File: src/core/pbm_pkg.sv
/*
 * Package for the burst-modulation, dead-band and fractional period block:
 * register offsets, field positions, reset values, states and the state record.
 * Assumes a 32-bit APB with byte addresses; every register is one aligned word.
 */
package pbm_pkg;

  // Register byte offsets
  localparam logic [7:0] PBM_MOD_CTRL_OFF = 8'h00;
  localparam logic [7:0] PBM_ASD_LEVEL_OFF = 8'h04;
  localparam logic [7:0] PBM_RISE_DB_OFF = 8'h08;
  localparam logic [7:0] PBM_FALL_DB_OFF = 8'h0C;
  localparam logic [7:0] PBM_FRAC_OFF = 8'h10;
  localparam logic [7:0] PBM_PERIOD_OFF = 8'h14;
  localparam logic [7:0] PBM_DUTY_OFF = 8'h18;
  localparam logic [7:0] PBM_STATUS_OFF = 8'h1C;

  // Modulation control fields
  localparam int PBM_MOD_EN_BIT = 0;
  localparam int PBM_MOD_SRC_LSB = 1;
  localparam int PBM_SW_BIT_POS = 4;
  localparam int PBM_FIXED_BIT = 5;

  // Modulation source codes
  localparam logic [2:0] PBM_SRC_PIN = 3'h0;
  localparam logic [2:0] PBM_SRC_CAPCMP0 = 3'h1;
  localparam logic [2:0] PBM_SRC_CAPCMP1 = 3'h2;
  localparam logic [2:0] PBM_SRC_CAPCMP2 = 3'h3;
  localparam logic [2:0] PBM_SRC_CAPCMP3 = 3'h4;
  localparam logic [2:0] PBM_SRC_CMP0 = 3'h5;
  localparam logic [2:0] PBM_SRC_CMP1 = 3'h6;
  localparam logic [2:0] PBM_SRC_SW = 3'h7;

  // Output level masks: full instance and the two-output instance
  localparam logic [5:0] PBM_MASK_FULL = 6'h3F;
  localparam logic [5:0] PBM_MASK_AB = 6'h03;

  // Status fields
  localparam int PBM_STAT_RUN_BIT = 0;
  localparam int PBM_STAT_ASD_BIT = 1;
  localparam int PBM_STAT_CNT_LSB = 16;

  typedef enum logic [1:0] {
    PBM_IDLE = 2'b00,
    PBM_RUN = 2'b01,
    PBM_STOP = 2'b10
  } pbm_state_e;

  typedef struct packed {
    logic mod_en;
    logic [2:0] mod_src;
    logic sw_bit;
    logic fixed_mode;
    logic [5:0] asd_level;
    logic [7:0] rise_db;
    logic [7:0] fall_db;
    logic [3:0] frac;
    logic [15:0] period;
    logic [15:0] duty;
    logic [15:0] tb_cnt;
    logic [3:0] frac_acc;
    logic stretch;
    logic toggle;
    logic raw;
    logic [7:0] db_cnt;
    pbm_state_e state;
    logic ext_s1;
    logic ext_s2;
    logic [1:0] cmp_s1;
    logic [1:0] cmp_s2;
    logic asd_s1;
    logic asd_s2;
    logic [5:0] out;
    logic pevent;
    logic pready;
    logic pslverr;
    logic [31:0] prdata;
  } pbm_state_s;

  // Everything, registers included, comes out of reset at zero
  localparam pbm_state_s PBM_RESET = '0;

endpackage : pbm_pkg

File: src/core/pbm_burst_deadband.sv
/*
 * Burst modulation, dead band, fractional period and auto-shutdown levels
 * of one PWM controller channel, with its time base and an APB slave.
 * Assumes pclk is the PWM core clock; capture/compare inputs come from
 * logic on pclk, while the pin, comparator and shutdown inputs are async.
 */
// Functional notes
// - Enabled modulation source gates PWM running
// - Modulation disabled: PWM runs continuously
// - Exactly one selected modulation source
// - Software bit starts/stops bursts alone
// - Modulation start begins a fresh period
// - Non-fixed modes finish period, then freeze
// - Fixed duty stops at inactive period event
// - Shutdown level bit per output A-F
// - Two-output instance lacks levels C-F
// - Rising dead band, 8-bit clock count
// - Falling dead band, 8-bit clock count
// - Fractional count added to period events
// - Fraction step is one sixteenth clock
// - Period event on counter equals period
// - Period event clears time base counter
`timescale 1ns/1ns
`default_nettype none

module pbm_burst_deadband #(
  parameter bit TWO_OUTPUT = 1'b0
) (
  input wire logic pclk,
  input wire logic presetn,
  input wire logic pclk_en,
  input wire logic psel,
  input wire logic penable,
  input wire logic pwrite,
  input wire logic [7:0] paddr,
  input wire logic [31:0] pwdata,
  output logic [31:0] prdata,
  output logic pready,
  output logic pslverr,
  input wire logic external_modulation_input,
  input wire logic [3:0] capture_compare_unit,
  input wire logic [1:0] comparator_out,
  input wire logic auto_shutdown,
  output logic [5:0] pwm_out,
  output logic period_event
);
  import pbm_pkg::*;

  localparam logic [5:0] LVL_MASK = TWO_OUTPUT ? PBM_MASK_AB : PBM_MASK_FULL;

  pbm_state_s r_reg;
  pbm_state_s r_next;

  ////////////////////////////////////////////////////////////////////////////
  always_comb begin
    logic access;
    logic hit;
    logic wr;
    logic src_level;
    logic mod_on;
    logic match;
    logic [4:0] sum;
    logic ev;
    logic stop_now;
    logic raw_next;
    logic run_next;
    logic pri;
    logic cmp;
    logic [31:0] rd;
    access = 1'b0;
    hit = 1'b0;
    wr = 1'b0;
    src_level = 1'b0;
    mod_on = 1'b0;
    match = 1'b0;
    sum = 5'h00;
    ev = 1'b0;
    stop_now = 1'b0;
    raw_next = 1'b0;
    run_next = 1'b0;
    pri = 1'b0;
    cmp = 1'b0;
    rd = 32'h0000_0000;
    r_next = r_reg;

    // Two-stage synchronisers for the asynchronous inputs
    r_next.ext_s1 = external_modulation_input;
    r_next.ext_s2 = r_reg.ext_s1;
    r_next.cmp_s1 = comparator_out;
    r_next.cmp_s2 = r_reg.cmp_s1;
    r_next.asd_s1 = auto_shutdown;
    r_next.asd_s2 = r_reg.asd_s1;

    //////////////////////////////////////////////////////////////////////////
    // APB: answer one cycle into the access phase, so prdata is a flop
    access = psel & penable;
    r_next.pready = 1'b0;
    r_next.pslverr = 1'b0;
    if (access && !r_reg.pready) begin
      hit = 1'b1;
      unique case (paddr)
        PBM_MOD_CTRL_OFF: begin
          rd[PBM_MOD_EN_BIT] = r_reg.mod_en;
          rd[PBM_MOD_SRC_LSB +: 3] = r_reg.mod_src;
          rd[PBM_SW_BIT_POS] = r_reg.sw_bit;
          rd[PBM_FIXED_BIT] = r_reg.fixed_mode;
        end
        PBM_ASD_LEVEL_OFF: rd[5:0] = r_reg.asd_level;
        PBM_RISE_DB_OFF: rd[7:0] = r_reg.rise_db;
        PBM_FALL_DB_OFF: rd[7:0] = r_reg.fall_db;
        PBM_FRAC_OFF: rd[3:0] = r_reg.frac;
        PBM_PERIOD_OFF: rd[15:0] = r_reg.period;
        PBM_DUTY_OFF: rd[15:0] = r_reg.duty;
        PBM_STATUS_OFF: begin
          rd[PBM_STAT_RUN_BIT] = (r_reg.state != PBM_IDLE);
          rd[PBM_STAT_ASD_BIT] = r_reg.asd_s2;
          rd[PBM_STAT_CNT_LSB +: 16] = r_reg.tb_cnt;
        end
        default: hit = 1'b0;
      endcase
      r_next.pready = 1'b1;
      r_next.pslverr = ~hit;
      r_next.prdata = rd;
    end

    // Writes land only at the edge that completes the transfer
    wr = access & r_reg.pready & pwrite & ~r_reg.pslverr;
    if (wr) begin
      unique case (paddr)
        PBM_MOD_CTRL_OFF: begin
          // Every control is reloaded from pwdata, even when only the bit toggles
          r_next.mod_en = pwdata[PBM_MOD_EN_BIT];
          r_next.mod_src = pwdata[PBM_MOD_SRC_LSB +: 3];
          r_next.sw_bit = pwdata[PBM_SW_BIT_POS];
          r_next.fixed_mode = pwdata[PBM_FIXED_BIT];
        end
        PBM_ASD_LEVEL_OFF: r_next.asd_level = pwdata[5:0] & LVL_MASK;
        PBM_RISE_DB_OFF: r_next.rise_db = pwdata[7:0];
        PBM_FALL_DB_OFF: r_next.fall_db = pwdata[7:0];
        PBM_FRAC_OFF: r_next.frac = pwdata[3:0];
        PBM_PERIOD_OFF: r_next.period = pwdata[15:0];
        PBM_DUTY_OFF: r_next.duty = pwdata[15:0];
        default: r_next.frac = r_reg.frac;
      endcase
    end

    //////////////////////////////////////////////////////////////////////////
    // Modulation source: one selection, never a combination
    unique case (r_reg.mod_src)
      PBM_SRC_PIN: src_level = r_reg.ext_s2;
      PBM_SRC_CAPCMP0: src_level = capture_compare_unit[0];
      PBM_SRC_CAPCMP1: src_level = capture_compare_unit[1];
      PBM_SRC_CAPCMP2: src_level = capture_compare_unit[2];
      PBM_SRC_CAPCMP3: src_level = capture_compare_unit[3];
      PBM_SRC_CMP0: src_level = r_reg.cmp_s2[0];
      PBM_SRC_CMP1: src_level = r_reg.cmp_s2[1];
      PBM_SRC_SW: src_level = r_reg.sw_bit;
    endcase
    // Disabled modulation ignores the source entirely
    mod_on = ~r_reg.mod_en | src_level;

    //////////////////////////////////////////////////////////////////////////
    // Time base; fraction dithers one extra clock on accumulator carry,
    // so the mean period grows by frac/16 clocks, not each single period
    match = (r_reg.tb_cnt == r_reg.period);
    sum = {1'b0, r_reg.frac_acc} + {1'b0, r_reg.frac};
    unique case (r_reg.state)
      PBM_IDLE: begin
        if (mod_on) begin
          r_next.state = PBM_RUN;
          r_next.tb_cnt = 16'h0000;
          r_next.frac_acc = 4'h0;
          r_next.stretch = 1'b0;
          r_next.toggle = 1'b1;
        end
      end
      PBM_RUN, PBM_STOP: begin
        if (match) begin
          if (r_reg.stretch) begin
            ev = 1'b1;
            r_next.stretch = 1'b0;
          end else begin
            r_next.frac_acc = sum[3:0];
            if (sum[4]) begin
              r_next.stretch = 1'b1;
            end else begin
              ev = 1'b1;
            end
          end
        end
        if (ev) begin
          r_next.tb_cnt = 16'h0000;
          r_next.toggle = ~r_reg.toggle;
        end else if (!match) begin
          r_next.tb_cnt = r_reg.tb_cnt + 16'h0001;
        end
        // Fixed duty freezes only on the event that turns it inactive
        stop_now = (~mod_on | (r_reg.state == PBM_STOP)) & ev &
                   (~r_reg.fixed_mode | r_reg.toggle);
        if (stop_now) begin
          r_next.state = PBM_IDLE;
        end else if (!mod_on) begin
          r_next.state = PBM_STOP;
        end else begin
          r_next.state = PBM_RUN;
        end
      end
      default: r_next.state = PBM_IDLE;
    endcase

    //////////////////////////////////////////////////////////////////////////
    // Waveform and dead band
    run_next = (r_next.state != PBM_IDLE);
    raw_next = run_next & (r_reg.fixed_mode ? r_next.toggle : (r_next.tb_cnt < r_reg.duty));
    if (raw_next != r_reg.raw) begin
      r_next.db_cnt = raw_next ? r_reg.rise_db : r_reg.fall_db;
    end else if (r_reg.db_cnt != 8'h00) begin
      r_next.db_cnt = r_reg.db_cnt - 8'h01;
    end
    r_next.raw = raw_next;
    // Neither side on while the gap counts down
    pri = raw_next & (r_next.db_cnt == 8'h00);
    cmp = run_next & ~raw_next & (r_next.db_cnt == 8'h00);
    if (r_reg.asd_s2) begin
      r_next.out = r_reg.asd_level & LVL_MASK;
    end else begin
      // Frozen state drives every output inactive
      r_next.out = {cmp, pri, cmp, pri, cmp, pri} & LVL_MASK;
    end
    r_next.pevent = ev;
  end

  ////////////////////////////////////////////////////////////////////////////
  always_ff @(posedge pclk or negedge presetn) begin
    if (!presetn) begin
      r_reg <= PBM_RESET;
    end else if (pclk_en) begin
      r_reg <= r_next;
    end
  end

  assign prdata = r_reg.prdata;
  assign pready = r_reg.pready;
  assign pslverr = r_reg.pslverr;
  assign pwm_out = r_reg.out;
  assign period_event = r_reg.pevent;

endmodule : pbm_burst_deadband

`default_nettype wire

File: config.mk
export PLATFORM = sky130hd
export DESIGN_NAME = pbm_burst_deadband
export DESIGN_NICKNAME = d
export VERILOG_FILES = /design/src/core/pbm_pkg.sv /design/src/core/pbm_burst_deadband.sv
export SDC_FILE = /design/constraint.sdc
export NUM_CORES = 1
export LEC_CHECK = 0
export ABC_AREA = 1
export BUFFER_PORTS_ARGS = -buffer_cell sky130_fd_sc_hd__buf_4
export CAP_MARGIN = 40
export CELL_PAD_IN_SITES_DETAIL_PLACEMENT = 0
export CELL_PAD_IN_SITES_GLOBAL_PLACEMENT = 1
export CORE_ASPECT_RATIO = 1.1
export CORE_MARGIN = 2
export CORE_UTILIZATION = 39
export CTS_CLUSTER_DIAMETER = 60
export CTS_CLUSTER_SIZE = 14
export DETAILED_ROUTE_END_ITERATION = 8
export GPL_ROUTABILITY_DRIVEN = 0
export GPL_TIMING_DRIVEN = 0
export PLACE_DENSITY_LB_ADDON = 0.1
export SLEW_MARGIN = 40
export SYNTH_ARGS = -nofsm -noshare
export SYNTH_HDL_FRONTEND = slang
export SYNTH_SLANG_ARGS = --single-unit
File: constraint.sdc
create_clock -name pclk -period 3.8 [get_ports pclk]
set_input_delay 0.38 -clock pclk [delete_from_list [all_inputs] [get_ports pclk]]
set_output_delay 0.38 -clock pclk [all_outputs]
set_load 0.01 [all_outputs]
* After elaboration in Yosys (flattened, before gate mapping)
Index checks and enable logic that the tools add are counted.
Operators by class: reductions and logical operators 22, muxes and demuxes 33, eq/ne operators 21, order comparisons 1, add/subtract/negate cells 3, bitwise operators 20
Operators by type and width (count):
- $mux 16 | 3
- $pmux 22 s2 | 1
- $mux 34 | 1
- $eq 8x5->1 const B | 4
- $mux 8 | 3
- $mux 22 | 1
- $reduce_and 3->1 | 7
- $add 16x1->16 const B | 1
- $eq 16x16->1 | 1
- $eq 8x4->1 const B | 2
- $logic_not 8->1 | 2
- $lt 16x16->1 | 1
- $pmux 2 s8 | 1
- $pmux 8 s2 | 1
- $pmux 2 s7 | 1
- $eq 3x3->1 const B | 4
- $pmux 2 s6 | 1
- $mux 1 | 11
- $and 1x1->1 | 10
- $eq 8x3->1 const B | 1
- $pmux 1 s8 | 1
- $pmux 2 s4 | 1
- $reduce_bool 8->1 | 1
- $reduce_or 8->1 | 1
- 24 further kinds | 39
Storage, ports and cells: input port bits 54, logic and storage cells 128, output and inout bits 41, flip-flop bits (word level) 146

* Longest topological paths before layout
depth after elaboration 16, depth in mapped cells 33, mapped depth without buffers 33

* Worst setup path after synthesis
OpenSTA, ideal clock, no wires.
path kind register to register, start point register r_reg[66] (netlist bit), end point register r_reg, in the netlist pwm_out[0], library setup time 77 ps, data arrival time 3667 ps, setup slack 56 ps, stages on the path, launching flop included 33, path buffers 0, clock period less this slack 3744 ps, required time 3723 ps, cells stage by stage dfrtp_1 -> inv_2 -> nand2_1 -> nand2_1 -> nor2_1 -> nand2_1 -> nor2_4 -> nand2_2 -> nand2_1 -> nor2_1 -> nand3_1 -> nor2_1 -> inv_1 -> nor3_1 -> nand4_1 -> xor2_1 -> o22ai_1 -> ha_1 -> nand2_1 -> inv_1 -> nand3_1 -> o221ai_1 -> nor2_1 -> nand2_2 -> nand2_4 -> nand3_4 -> nand2_4 -> nor2_1 -> nor2_2 -> nand2_1 -> nor2_2 -> nand3_2 -> a21oi_1
RTL lines:
- start: declaration | line pbm_burst_deadband.sv:51 | pbm_state_s r_reg;
- start signal: assignment | line pbm_burst_deadband.sv:238 | r_reg <= r_next;

==> summary.md <==
| Metric | Value |
|---|---|
| Clock power share | `35.9%` |
| DR top layer | `met4` |
| Clock latency on the worst-skew pair | `0.44 ns` |
| Largest family of logic cells by synthesized area | `simple AND/OR/NAND/NOR gates` |
| Setup violators final | `11` |
| Area delta synth->final | `30.4%` |
| CTS tree | `done` |
| Crit. End Element | `flip-flop` |
| Status | `complete, but fails checks` |
| Placed insts | `1389` |
| Seq/Total Area, Yosys | `45.2%` |
| Die ar. | `21900 µm²` |
| Max Slew Vio Count | `0` |
| Fin crit share | `110%` |
| Buffers on Ports | `77` |
| Max FFs per register | `101` |
| Most common cell after layout, fill and taps aside | `nand2_1` |
| Largest net degree at the start of global routing | `67` |
| Power share of the combinational group | `26.2%` |
| Worst Setup Start Kind | `flip-flop` |
| TritonCTS buffer count | `17` |
| CTS root buffer | `clkbuf_16` |
| Net Sw Power | `0.00156 W` |
| Simple-Gate Fraction of Synth Area | `23.2%` |
| Worst slew pin tran | `0.791 ns` |
| Syn avg cell area | `7.67 µm²` |
| Warning count from the yosys run | `0` |
| Maximum fanout along the worst path | `6` |
| Switching share of power | `33.9%` |
| Pwr Density | `436 nW/µm²` |
| Vias in the first global route | `7220` |
| Final Non-Filler Cells | `1477` |
| Hpwl dp | `18.5 mm` |
| Mapped Area | `8080 µm²` |
| Core ar. | `20400 µm²` |
| RSZ-0062 raised after global routing | `yes` |
| Fraction of the mapped netlist area in adder cells | `4.12%` |
| Cell Rows | `55` |
| Via density | `5.13` |
| First-pass GRT wire length | `40.1 mm` |
| Post-Synth XOR/XNOR Area | `1.52%` |
| Initial cell density of the core | `39.5%` |
| Crit Path Category | `flip-flop to flip-flop` |
| Final Cell Area | `10500 µm²` |
| Distinct cell type count after synthesis | `41` |
| DRC Markers | `0` |
| Commonest cells after routing, fill and taps aside | `nand2_1 (298), buf_4 (164), dfrtp_1 (137), o21ai_0 (121), inv_1 (100)` |
| Gr ovfl total | `0` |
| Final-report hold violation count | `0` |
| Drt wl/cell | `17.3 µm` |
| Longest Clk Path Bufs | `2` |
| First-pass iteration count of the detailed router | `5` |
| Via Count | `7578` |
| Hold Path Class | `input pin to flip-flop` |
| Slew headroom | `47.3%` |
| DP Area | `9070 µm²` |
| Initial DRC count | `510` |
| N_diodes | `0` |
| Req. time, crit path | `4.17 ns` |
| Main flop type after synthesis | `dfrtp_1` |
| CP arrival | `4.57 ns` |
| Routed met1 length | `12.0 mm` |
| Synth async-reset ratio | `100%` |
| Part of the power in registers | `37.8%` |
| Leak pwr | `4.88 nW` |
| Failing checks | `setup timing` |
| All-Layer GR Usage | `23.9%` |
| DRT Wirelength | `25.5 mm` |
| Synth Instances | `1053` |
| Number of flops mapped to enable cells by yosys | `0` |
| Met3 routed WL | `987 µm` |
| Post-synthesis compound-gate area fraction | `15.1%` |
| Max Clk Rate | `238 MHz` |
| Critical path's largest stage delay | `0.44 ns` |
| Nets | `1288` |
| Mux contribution to synthesized area | `0%` |
| H-tree depth | `4` |
| FF+latch count, synth | `146` |
| Die width | `141 µm` |
| Antenna Nets Post-Route | `0` |
| Max-Cap Viols | `0` |
| Metal2 WL | `12.2 mm` |
| Antenna violations before repair | `0` |
| Ports | `95` |
| P_int | `0.00304 W` |
| Layout cells sized above 1 | `25.9%` |
| Worst setup margin | `-0.399 ns` |
| Max VDD drop | `294 µV` |
| Final Skew | `0.0149 ns` |
| Clock-pin slew on the worst setup and hold paths | `0.07 ns` |
| Syn Nets | `1133` |
| Die height | `155 µm` |
| Worst path slowest cell | `dfrtp_1` |
| Crit path time final | `4.20 ns` |
| Clock Sinks | `146` |
==> area by class of cell <==
class / count / area, µm²
flip-flops and latches: 146 / 3660
inverters: 123 / 464
fillers: 2047 / 9910
clock inverters: 15 / 139
multi-input cells: 714 / 3990
plain buffers: 71 / 428
clock buffers: 17 / 425
repair buffers: 135 / 1100
well taps: 256 / 320
==> power groups by stage <==
stage,Clock [W],Sequential (W),Combinational (W)
2_1_floorplan,0,0.00175,0.000617
6_report,0.00165,0.00174,0.00120
3_3_place_gp,0,0.00177,0.000880
4_1_cts,0.00167,0.00174,0.00101
5_1_grt,0.00173,0.00175,0.00135
3_5_place_dp,0,0.00177,0.000892
==> cell usage after synthesis (4+ instances only) <==
library cell  instances  area [µm²]
nand3_1              27         135
nor3_1               12        60.1
xor2_1               13         114
nand2_1             308        1160
inv_2                18        67.6
a221oi_1              9        78.8
ha_1                 25         313
nor2_2                8        50.1
inv_1               103         387
o21ai_0             128         641
nor2_1               72         270
a31oi_1              10        62.6
nand2_2               4        25.0
clkbuf_1             31         116
nand4_1               8        50.1
buf_4                38         285
a21oi_1              37         185
o31ai_1               5        37.5
o21ai_1               4        20.0
dfrtp_1             146        3650
o22ai_1              19         119
==> cell families after synthesis <==
kind of cell / after synthesis
buffers and inverters: 194
AND/OR/NAND/NOR: 451
flip-flops: 146
XOR/XNOR: 14
AO/OA/AOI/OAI: 222
adder cells (fa/ha/maj): 26
==> per-layer routing <==
| layer | vias up | global-route usage [%] |
|---|---|---|
| li1 | 3716 | - |
| met1 | 3659 | 33.8 |
| met2 | 181 | 38.8 |
| met3 | 22 | 2.77 |
| met4 | 0 | 6.86 |
| met5 | - | 0 |
==> per-stage QoR <==
| step | setup WS (ns) | hold WS (ns) | util, % | TNS, ns | total power, W |
|---|---|---|---|---|---|
| final | -0.399 | 0.139 | 51.5 | -2.66 | 0.00459 |
| after global routing | -0.682 | 0.147 | 51.5 | -6.39 | 0.00483 |
| after CTS | -0.548 | 0.136 | 49.3 | -4.60 | 0.00442 |
| after detailed placement | -0.990 | 0.396 | 44.4 | -10.91 | 0.00266 |
| after global placement | -1.04 | 0.455 | 43.9 | -11.24 | 0.00265 |
| after floorplan | 0.0557 | 0.0844 | - | 0 | 0.00236 |
==> timing repair <==
item / in CTS / in global routing
hold endpoints to repair: 64 / 0
hold buffers: 1 / 0
gates cloned: 0 / 1
setup endpoints to repair: 15 / 15
buffers inserted: 31 / 23
gates resized for setup: 56 / 59
pin swaps: 28 / 45
==> final timing paths <==
path | start | endpoint | slack (ns) | cells after the start
max | r_reg[75]$_DFFE_PN0P_ | pwm_out[3]$_DFFE_PN0P_ | -0.40 | 33
min | auto_shutdown | r_next[41]$_DFFE_PN0P_ | 0.14 | 3
max reg2reg | r_reg[75]$_DFFE_PN0P_ | pwm_out[3]$_DFFE_PN0P_ | -0.40 | 33
min reg2reg | r_next[43]$_DFFE_PN0P_ | r_reg[43]$_DFFE_PN0P_ | 0.48 | 2
max in group asynchronous | presetn | r_reg[143]$_DFFE_PN0P_ | 2.71 | 4
min in group asynchronous | presetn | r_reg[63]$_DFFE_PN0P_ | 0.53 | 3
==> worst max-delay path: cells and delay by family (launching register included) <==
family                   cells  cell delay [ns]
adder cells (fa/ha/maj)      1             0.22
AND/OR/NAND/NOR             23             2.21
XOR/XNOR                     1             0.16
AO/OA/AOI/OAI                4             0.65
buffers and inverters        4             0.46
flip-flops                   1             0.44
(Power assumes the default switching activity.)
